File: config.mk
export PLATFORM = sky130hd
export DESIGN_NAME = reset_park_control
export DESIGN_NICKNAME = d
export VERILOG_FILES = /design/src/reset_park_pkg.sv /design/src/level_sync.sv /design/src/reset_park_control.sv
export SDC_FILE = /design/constraint.sdc
export NUM_CORES = 1
export LEC_CHECK = 0
export BUFFER_PORTS_ARGS = -buffer_cell sky130_fd_sc_hd__buf_2
export CAP_MARGIN = 10
export CORE_MARGIN = 8
export CORE_UTILIZATION = 30
export CTS_BUF_LIST = sky130_fd_sc_hd__clkbuf_4 sky130_fd_sc_hd__clkbuf_8
export DETAILED_ROUTE_END_ITERATION = 10
export GPL_ROUTABILITY_DRIVEN = 0
export GPL_TIMING_DRIVEN = 1
export SKIP_LAST_GASP = 1
export SLEW_MARGIN = 20
export SYNTH_ARGS = -nofsm -noshare
export SYNTH_HDL_FRONTEND = slang
export SYNTH_SLANG_ARGS = --single-unit
File: constraint.sdc
create_clock -name clock -period 3.85 [get_ports clock]
set_input_delay 0.77 -clock clock [delete_from_list [all_inputs] [get_ports clock]]
set_output_delay 0.77 -clock clock [all_outputs]
set_load 0.05 [all_outputs]
File: src/reset_park_pkg.sv
/*
 * Constants shared by the reset and park input control block.
 * Assumes a single 200 MHz system clock.
 */
package reset_park_pkg;

    // ------------------------------------------------------------
    // Clock and timing
    // ------------------------------------------------------------
    localparam int CLOCK_PERIOD_PS = 5000;
    localparam int STRAP_DELAY_US_X10 = 15;
    localparam int STRAP_DELAY_CYCLES = (STRAP_DELAY_US_X10 * 100000) / CLOCK_PERIOD_PS;
    localparam int STRAP_COUNT_WIDTH = 10;
    localparam int INIT_CYCLES = 16;

    // ------------------------------------------------------------
    // Pin groups
    // ------------------------------------------------------------
    localparam int LIGHT_SELECT_WIDTH = 4;
    localparam int STRAP_WIDTH = 3;
    localparam int TRISTATE_WIDTH = 8;
    localparam int SYNC_STAGES = 2;

    // ------------------------------------------------------------
    // Reset values
    // ------------------------------------------------------------
    localparam logic [STRAP_WIDTH-1:0] STRAP_RESET = 3'h0;
    localparam logic PARK_RESET = 1'h1;

    typedef enum logic [2:0] {
        PHASE_RESET,
        PHASE_STRAP_WAIT,
        PHASE_INIT,
        PHASE_RUN
    } phase_t;

endpackage

File: src/level_sync.sv
/*
 * Two-stage synchroniser for one level.
 * Assumes the input may change at any time relative to clock.
 */
module level_sync
    import reset_park_pkg::*;
(
    // Clock and reset
    input wire logic clock,
    input wire logic rst_b,
    // Level in and out
    input wire logic asyncIn,
    output logic syncOut
);

    logic firstStage_reg;
    logic secondStage_reg;

    always_ff @(posedge clock) begin
        if (!rst_b) begin
            firstStage_reg <= 1'h0;
            secondStage_reg <= 1'h0;
        end else begin
            firstStage_reg <= asyncIn;
            secondStage_reg <= firstStage_reg;
        end
    end

    assign syncOut = secondStage_reg;

endmodule

File: src/reset_park_control.sv
/*
 * Power-on reset and mirror park input control.
 * Assumes clock runs at 200 MHz and the power partner drives the park input.
 */
// Notes on behaviour
// - Power-on reset input is active low; low holds reset, high runs.
// - Rising edge of reset input starts self-configuration and initialization.
// - In reset, light selects, drive enable and converter clock/data are driven low.
// - In reset, all other outputs and bidirectional pins are tristated.
// - Park request input low asks to park, high asks un-park.
// - Strap pins tristated in reset, sampled about 1.5us after release.
module reset_park_control
    import reset_park_pkg::*;
(
    // Clock and synchronous reset
    input wire logic clock,
    input wire logic rst_b,
    // Pins from the board
    input wire logic power_on_rst_n,
    input wire logic park_request_n,
    // Strap pins, two-way
    input wire logic [STRAP_WIDTH-1:0] strapIn,
    output logic [STRAP_WIDTH-1:0] strapOut,
    output logic [STRAP_WIDTH-1:0] strapOe,
    // Functional values from the core
    input wire logic [LIGHT_SELECT_WIDTH-1:0] coreLightSelect,
    input wire logic coreDriveEnable,
    input wire logic coreConvClock,
    input wire logic coreConvData,
    input wire logic [TRISTATE_WIDTH-1:0] coreOut,
    input wire logic [TRISTATE_WIDTH-1:0] coreOe,
    // Pins driven low in reset
    output logic [LIGHT_SELECT_WIDTH-1:0] lightSourceSelect,
    output logic mirror_array_drive_enable_n,
    output logic monitor_converter_clock,
    output logic monitor_converter_serial_out,
    // Other outputs, tristated in reset
    output logic [TRISTATE_WIDTH-1:0] pinOut,
    output logic [TRISTATE_WIDTH-1:0] pinOe,
    // Status to the core
    output logic [STRAP_WIDTH-1:0] strapValue,
    output logic strapValid,
    output logic initStart,
    output logic running,
    output logic parkRequest
);

    // ------------------------------------------------------------
    // Synchronisers
    // ------------------------------------------------------------
    logic resetSync;
    logic parkSync;

    // Both synchronisers clear low, so until real pin levels arrive the
    // block reads the reset pin as held and the park pin as asking to park.
    level_sync resetSyncInst (
        .clock(clock),
        .rst_b(rst_b),
        .asyncIn(power_on_rst_n),
        .syncOut(resetSync)
    );

    level_sync parkSyncInst (
        .clock(clock),
        .rst_b(rst_b),
        .asyncIn(park_request_n),
        .syncOut(parkSync)
    );

    // ------------------------------------------------------------
    // Phase sequencing
    // ------------------------------------------------------------
    phase_t phase_reg;
    phase_t phase_next;
    logic [STRAP_COUNT_WIDTH-1:0] count_reg;
    logic [STRAP_COUNT_WIDTH-1:0] count_next;
    logic [STRAP_WIDTH-1:0] strap_reg;
    logic [STRAP_WIDTH-1:0] strap_next;
    logic init_reg;
    logic park_reg;
    logic run_reg;
    logic inReset;
    logic strapDone;
    logic initDone;
    logic leavingReset;
    logic inInitOrRun;

    // A low synchronised reset input holds the sequencer in reset.
    assign inReset = !resetSync;
    // Strap wait and init end on their last count, so each phase lasts its full count.
    assign strapDone = (count_reg == STRAP_COUNT_WIDTH'(STRAP_DELAY_CYCLES - 1));
    assign initDone = (count_reg == STRAP_COUNT_WIDTH'(INIT_CYCLES - 1));
    assign leavingReset = (phase_reg == PHASE_RESET) && !inReset;
    assign inInitOrRun = (phase_reg == PHASE_INIT) || (phase_reg == PHASE_RUN);

    // A low reset input overrides every phase and clears the counter.
    always_comb begin
        phase_next = phase_reg;
        count_next = count_reg + 1'h1;
        strap_next = strap_reg;
        if (inReset) begin
            phase_next = PHASE_RESET;
            count_next = '0;
        end else begin
            case (phase_reg)
                PHASE_RESET: begin
                    phase_next = PHASE_STRAP_WAIT;
                    count_next = '0;
                end
                PHASE_STRAP_WAIT: begin
                    if (strapDone) begin
                        strap_next = strapIn;
                        phase_next = PHASE_INIT;
                        count_next = '0;
                    end
                end
                PHASE_INIT: begin
                    if (initDone) begin
                        phase_next = PHASE_RUN;
                    end
                end
                PHASE_RUN: begin
                    // The counter stands still here so it cannot wrap into a stray match.
                    count_next = count_reg;
                end
                default: begin
                    phase_next = PHASE_RESET;
                end
            endcase
        end
    end

    // ------------------------------------------------------------
    // State registers
    // ------------------------------------------------------------
    always_ff @(posedge clock) begin
        if (!rst_b) begin
            phase_reg <= PHASE_RESET;
        end else begin
            phase_reg <= phase_next;
        end
    end

    always_ff @(posedge clock) begin
        if (!rst_b) begin
            count_reg <= '0;
        end else begin
            count_reg <= count_next;
        end
    end

    // Captured straps survive a later pin reset until the next sample.
    always_ff @(posedge clock) begin
        if (!rst_b) begin
            strap_reg <= STRAP_RESET;
        end else begin
            strap_reg <= strap_next;
        end
    end

    // One-cycle start pulse as the sequencer leaves reset.
    always_ff @(posedge clock) begin
        if (!rst_b) begin
            init_reg <= 1'h0;
        end else begin
            init_reg <= leavingReset;
        end
    end

    // Running follows the next phase, so it drops one edge after reset is seen.
    always_ff @(posedge clock) begin
        if (!rst_b) begin
            run_reg <= 1'h0;
        end else begin
            run_reg <= (phase_next == PHASE_RUN);
        end
    end

    // Park level after the synchroniser; a high here asks to park.
    always_ff @(posedge clock) begin
        if (!rst_b) begin
            park_reg <= PARK_RESET;
        end else begin
            park_reg <= !parkSync;
        end
    end

    // ------------------------------------------------------------
    // Pin control
    // ------------------------------------------------------------
    logic pinsActive;

    // Outputs are released only once the sequencer has left reset.
    assign pinsActive = (phase_reg != PHASE_RESET) && !inReset;

    // Functional values pass only outside reset; otherwise forced low.
    assign lightSourceSelect = pinsActive ? coreLightSelect : '0;
    assign mirror_array_drive_enable_n = pinsActive ? coreDriveEnable : 1'h0;
    assign monitor_converter_clock = pinsActive ? coreConvClock : 1'h0;
    assign monitor_converter_serial_out = pinsActive ? coreConvData : 1'h0;

    // Only the enable is gated, so these pins float in reset whatever the core drives.
    assign pinOut = coreOut;
    assign pinOe = pinsActive ? coreOe : '0;

    // Straps are inputs until sampled; they are never driven here.
    assign strapOut = '0;
    assign strapOe = '0;

    // ------------------------------------------------------------
    // Status to the core
    // ------------------------------------------------------------
    // The strap value is valid from its capture until the reset pin falls again.
    assign strapValue = strap_reg;
    assign strapValid = inInitOrRun;
    assign initStart = init_reg;
    assign running = run_reg;
    assign parkRequest = park_reg;

endmodule

==> results_dict.tcl, run 1 <==
set metrics [dict create \
    synth_cell_type_count 34 \
    grt_usage_pct 8.68 \
    fin_tns_setup_ps 0 \
    h-tree-depth 1 \
    hold-worst-slack_ps 366 \
    cp-start-kind "flip-flop" \
    clock_sinks 23 \
    synth_common_cells "23 x dfxtp_1, 20 x and2_1, 14 x buf_4" \
    leakage_nw 0.587 \
    cp.depth 3 \
    wl_per_cell_um 12.7 \
    hold_viol 0 \
    powerDensity_nw_per_um2 318 \
    port_buffers 43 \
    grt_first_pass_wirelength_um 4460 \
    antenna_left 0 \
    critPathKind "reg -> out" \
    drt-initial-drc-count 24 \
    drc 0 \
    synth_top_area_share_pct 39.9 \
    cp_num_buf_inv 1 \
    rows 22 \
    antenna_found_initial 0 \
    largest_reg_flops 10 \
    nNetsFinal 192 \
    peakVddDrop_v 0.000107 \
    core_area_um2 3690 \
    cts_buffers 3 \
    holdPathStages 1 \
    final.setup_skew_ps 3.86 \
    cp_cell_sequence "o31a_1, and2_1, buf_2" \
    slowest_stage "dfxtp_1" \
    antennaDiodeCount 0 \
    min_period_ps 2420 \
    fin_crit_sh_pct 62.7 \
    path_max_fanout 15 \
    setup.worst_path.end_class "output port" \
    fill_cells 388 \
    yosysTopAreaCell "dfxtp_1" \
    p_comb_share_pct 10.6 \
    vias_per_cell 4.70 \
    tightest_slew_ps 497 \
    rsz0062_at_grt "no" \
    synthFlopType "dfxtp_1" \
    setup_viol 0 \
    pre_cts_ws_ps 1700 \
    cap_violations 0 \
    root_buffer "clkbuf_8" \
    critPathTopFamily "flip-flops" \
    drv_slew 0 \
    dr_total_vias 977 \
    wl_um 2630 \
    post-cts-setup-buffer-count 0 \
    synth_area_per_cell_um2 9.17 \
    area_growth_pct 19.1 \
    swShare_pct 25.2 \
    r2r_cells 4 \
    worst_ep_required_time_ps 3080 \
    synth_edf_count 0 \
    ys_ff_latch 23 \
    cts_tree "built" \
    crit_arrival_ps 1650 \
    yosysSeqAreaShare_pct 39.9 \
    die-area_um2 6090 \
    slew_headroom_pct 66.6 \
    grt_max_degree 16 \
    ioPinCount 66 \
    p_int_mw 0.327 \
    p_switching_mw 0.110 \
    pwr-share-seq_pct 55.9 \
    start_util_pct 31.3 \
    netlist_instances 126 \
    worst_slack_ps 1430 \
    cts_buffer_depth 2 \
    yosys_warnings 0 \
    clkPwrFrac_pct 33.5 \
    first_pass_iters 4 \
    die_h_um 78.0 \
    outcome "complete, no violations" \
    cts_resized 0 \
    clkTransAtPathRegs_ps 80 \
    holdBufCountCts 0 \
    min_path_type "reg -> reg" \
    grt_overflow_total 0 \
    synthesis.area_um2 1150 \
    multiInputGateArea_um2 586 \
    max_clock_freq_mhz 414 \
    synth_most_common_cell "dfxtp_1" \
    async_reset_ff_share_pct 0 \
    place_hpwl_um 2150 \
    drive_gt1_share_pct 31.3 \
    clock_latency_ps 260 \
    die_w_um 78.0 \
    grt_pass1_vias 1077 \
    cpPeakStageDelay_ps 530 \
    ys_top_cells_by_area "dfxtp_1 40%, and2_1 11%, buf_4 9.1%" \
    seq_area_um2 460 \
]
## per-stage QoR
step	std cells	utilization (%)	area (µm²)	total power [mW]
after floorplan	132	-	1180	0.308
after global placement	204	36.0	1330	0.295
after detailed placement	204	36.0	1330	0.297
after CTS	208	37.3	1380	0.442
after global routing	208	37.3	1380	0.456
final	208	37.3	1380	0.437
## layout make-up
cell class / count / share of cell area (%)
multi-input cells: 88 / 42.6
well taps: 48 / 4.37
clock buffers: 3 / 3.00
repair buffers: 43 / 15.7
clock inverters: 1 / 0.364
flip-flops and latches: 23 / 33.5
inverters: 2 / 0.546
## power groups by stage
stage | combinational [mW] | sequential (mW) | clock, mW
detailed placement | 0.0467 | 0.250 | 0
CTS | 0.0468 | 0.244 | 0.151
global route | 0.0495 | 0.245 | 0.162
global placement | 0.0458 | 0.249 | 0
floorplan | 0.0588 | 0.250 | 0
finish | 0.0464 | 0.244 | 0.146
## cell usage in the layout, fill, tap and decap left out, types with 4 or more instances in the layout
master,n
nor2_1,10
buf_2,43
dfxtp_1,23
nand2_1,6
nand4_1,4
conb_1,7
and2_1,20
xor2_1,5
## final timing paths
kind	to	from	slack, ps
worst max-delay path	pinOe[1]	phase_reg[1]	1430
worst min-delay path	parkRequest	parkSyncInst.syncOut	370
worst max register to register	phase_reg[0]	count_reg[4]	1820
worst min register to register	parkRequest	parkSyncInst.syncOut	370
## worst register-to-register path, cell delays in order, from the launching register on
cell,delay (ps)
dfxtp_1,370
or4_4,590
or4_1,480
a311oi_1,360
o21a_1,180
## kinds of logic after synthesis
kind of cell,Yosys count,synth area share (%)
other cells,1,0.325
flops,23,39.9
fa+ha+maj,1,1.08
compound gates,8,6.94
mux,3,2.60
buf+inv,21,11.4
simple gates,61,31.7
xor+xnor,8,6.07
## layer usage
layer / part of all wire, % / GRT usage [%] / routed length (µm) / vias up
li1: - / - / - / 471
met1: 43 / 9.44 / 1140 / 450
met2: 46 / 14.1 / 1200 / 43
met3: 8.2 / 3.30 / 217 / 13
met4: 2.9 / 5.19 / 77 / 0
met5: 0 / 0 / 0 / -
No activity file was read; power rests on OpenSTA's default activity.
==> run 2: changes to the inputs <==
--- a/config.mk
+++ b/config.mk
@@ -5,6 +5,7 @@
 export SDC_FILE = /design/constraint.sdc
 export NUM_CORES = 1
 export LEC_CHECK = 0
+export ABC_AREA = 1
 export BUFFER_PORTS_ARGS = -buffer_cell sky130_fd_sc_hd__buf_2
 export CAP_MARGIN = 10
 export CORE_MARGIN = 8
==> constraint.sdc (replaced) <==
create_clock -name clock -period 2.2 [get_ports clock]
set_input_delay 0.44 -clock clock [delete_from_list [all_inputs] [get_ports clock]]
set_output_delay 0.44 -clock clock [all_outputs]
set_load 0.05 [all_outputs]
==> run 2 against run 1 <==
Against the previous run:
- utilization down 1.1 points
- power up 82%
- highest routed layer unchanged
- non-clock buffer count unchanged
- critical path depth up 2
- sequential share of layout area down 3.8 points
- worst hold slack worse by 18 ps
- via count up 19%
- first-iteration DRC count up 110%
- clock-buffer cell count up 1
- global-route usage about the same
- routed wire length up 10%
==> results_dict.tcl, run 2 <==
set metrics [dict create \
    synth_area_per_cell_um2 6.51 \
    dp_cells 288 \
    min_period_ps 1930 \
    path_max_fanout 15 \
    synth_top_family_by_area "simple AND/OR/NAND/NOR gates" \
    seq_area_um2 460 \
    crit_arrival_ps 1490 \
    area_growth_pct 17.4 \
    antenna_left 0 \
    fin_crit_sh_pct 87.9 \
    rows 24 \
    ys_top_cells_by_area "dfxtp_1 35%, nor2_1 13%, inv_1 11%" \
    synth_compound_area_share_pct 1.80 \
    clkPwrFrac_pct 34.8 \
    pwr-share-seq_pct 53.4 \
    root_buffer "clkbuf_8" \
    die-area_um2 6780 \
    dr_total_vias 1161 \
    worst_ep_required_time_ps 1760 \
    grt_usage_pct 8.63 \
    fill_cells 473 \
    fin_tns_setup_ps 0 \
    leakage_nw 0.878 \
    cp_cell_sequence "nor2_2, nand2_1, nand2_2, nor2_1, buf_2" \
    drv_slew 0 \
    yosysSeqAreaShare_pct 34.8 \
    drc 0 \
    ioPinCount 66 \
    wl_per_cell_um 9.91 \
    setup_viol 0 \
    place_hpwl_um 2340 \
    vias_per_cell 3.98 \
    drive_gt1_share_pct 25.8 \
    peakVddDrop_v 0.000228 \
    yosysTopAreaCell "dfxtp_1" \
    grt_max_degree 16 \
    synth_mux_area_share_pct 0 \
    start_util_pct 30.8 \
    setup.worst_path.end_class "output port" \
    cp-start-kind "flip-flop" \
    core_area_um2 4290 \
    synthesis.area_um2 1320 \
    slowest_stage "dfxtp_1" \
    final.setup_skew_ps 4.83 \
    yosys.area_share.adder_pct 0.947 \
    cpPeakStageDelay_ps 430 \
    antenna_found_initial 0 \
    cts_buffers 3 \
    synth_cell_type_count 24 \
    multiInputGateArea_um2 608 \
    cap_violations 0 \
    critPathTopFamily "simple AND/OR/NAND/NOR gates" \
    cp_num_buf_inv 1 \
    synth_most_common_cell "nor2_1" \
    p_int_mw 0.588 \
    synth-xor-area-share_pct 3.31 \
    holdBufCountCts 0 \
    clock_latency_ps 270 \
    p_switching_mw 0.207 \
    grt_pass1_vias 1137 \
    port_buffers 43 \
    synth_top_area_share_pct 34.8 \
    final_common_cell "nor2_1" \
    drt-initial-drc-count 50 \
    clock_sinks 23 \
    antennaDiodeCount 0 \
    grt_overflow_total 0 \
    min_path_type "in -> reg" \
    p_comb_share_pct 11.8 \
    h-tree-depth 1 \
    powerDensity_nw_per_um2 513 \
    synth_edf_count 0 \
    final_cell_mix "47 x nor2_1, 43 x buf_2, 38 x inv_1" \
    outcome "complete, no violations" \
    synthFlopType "dfxtp_1" \
    largest_reg_flops 10 \
    yosys.area_share.simple_pct 37.8 \
    first_pass_iters 4 \
    swShare_pct 26.1 \
    async_reset_ff_share_pct 0 \
    max_clock_freq_mhz 517 \
    cts_tree "built" \
    grt_first_pass_wirelength_um 4730 \
    die_h_um 82.4 \
    ys_ff_latch 23 \
    wl_um 2890 \
    nNetsFinal 272 \
    hold_viol 0 \
    critPathKind "reg -> out" \
    rsz0062_at_grt "no" \
    synth_common_cells "47 x nor2_1, 38 x inv_1, 38 x nand2_1" \
    yosys_warnings 0 \
    clkTransAtPathRegs_ps 80 \
    netlist_instances 203 \
    die_w_um 82.4 \
    fin_cells 292 \
    cts_buffer_depth 2 \
]
## run 2: cell types whose count changed in the layout (fill, tap and decap cells not counted), moves of 4 or more
| cell | before | now |
|---|---|---|
| nor2_2 | 0 | 4 |
| nand4_1 | 4 | 0 |
| nand2_1 | 6 | 37 |
| nor2_1 | 10 | 47 |
| nand3_1 | 3 | 13 |
| inv_1 | 2 | 38 |
| and2_1 | 20 | 0 |
## run 2: through the flow
stage          util [%]  setup slack [ps]  cell area [µm²]  hold slack [ps]  total power, mW
2_1_floorplan         -               249             1340              343            0.551
3_3_place_gp       34.9               471             1500              351            0.528
3_5_place_dp       34.9               412             1500              353            0.529
4_1_cts            36.1               108             1550              341            0.814
5_1_grt            36.1              68.9             1550              344            0.842
6_report           36.1               267             1550              349            0.796
## run 2: metal layers
| layer | track usage, % | vias up | wire length (µm) |
|---|---|---|---|
| li1 | - | 646 | - |
| met3 | 2.06 | 4 | 138 |
| met4 | 4.21 | 0 | 53 |
| met5 | 0 | - | 0 |
| met1 | 9.93 | 491 | 1230 |
| met2 | 14.6 | 20 | 1480 |
## run 2: cells by family (layout without fill, tap and decap cells)
family                   count (synthesis)  after routing
AND/OR/NAND/NOR                        112            112
buffers and inverters                   57             88
flip-flops                              23             23
XOR/XNOR                                 5              5
AO/OA/AOI/OAI                            4              4
adder cells (fa/ha/maj)                  1              1
other                                    1              7
## run 2: tightest hold or removal path, stage by stage
cell     delay [ps]
buf_2            70
nand2_1          40
inv_1            40
## run 2: worst paths after layout
kind	slack, ps	endpoint	from	depth (start not counted)
worst max-delay path	270	lightSourceSelect[3]	phase_reg[1]	5
worst min-delay path	350	resetSyncInst.firstStage_reg	power_on_rst_n	3
worst max register to register	780	strapValue[0]	count_reg[0]	7
worst min register to register	370	parkRequest	parkSyncInst.syncOut	1
## run 2: power by group through the flow
| stage | clock [mW] | combinational (mW) | sequential (mW) |
|---|---|---|---|
| global route | 0.313 | 0.103 | 0.426 |
| floorplan | 0 | 0.114 | 0.437 |
| detailed placement | 0 | 0.0939 | 0.435 |
| global placement | 0 | 0.0931 | 0.435 |
| finish | 0.277 | 0.0937 | 0.425 |
| CTS | 0.295 | 0.0940 | 0.425 |
## run 2: area by class of cell
class                           instances  area share, %
Sequential cell                        23           29.7
Clock buffer                            4           3.15
Tap cell                               52           4.19
Inverter                               41           9.92
Timing Repair Buffer                   43           13.9
Multi-Input combinational cell        129           39.2
## run 2: timing repair
item | 4_1_cts | 5_1_grt
setup endpoints to repair | 0 | 15
setup buffers | 0 | 0
resized for setup | 0 | 1
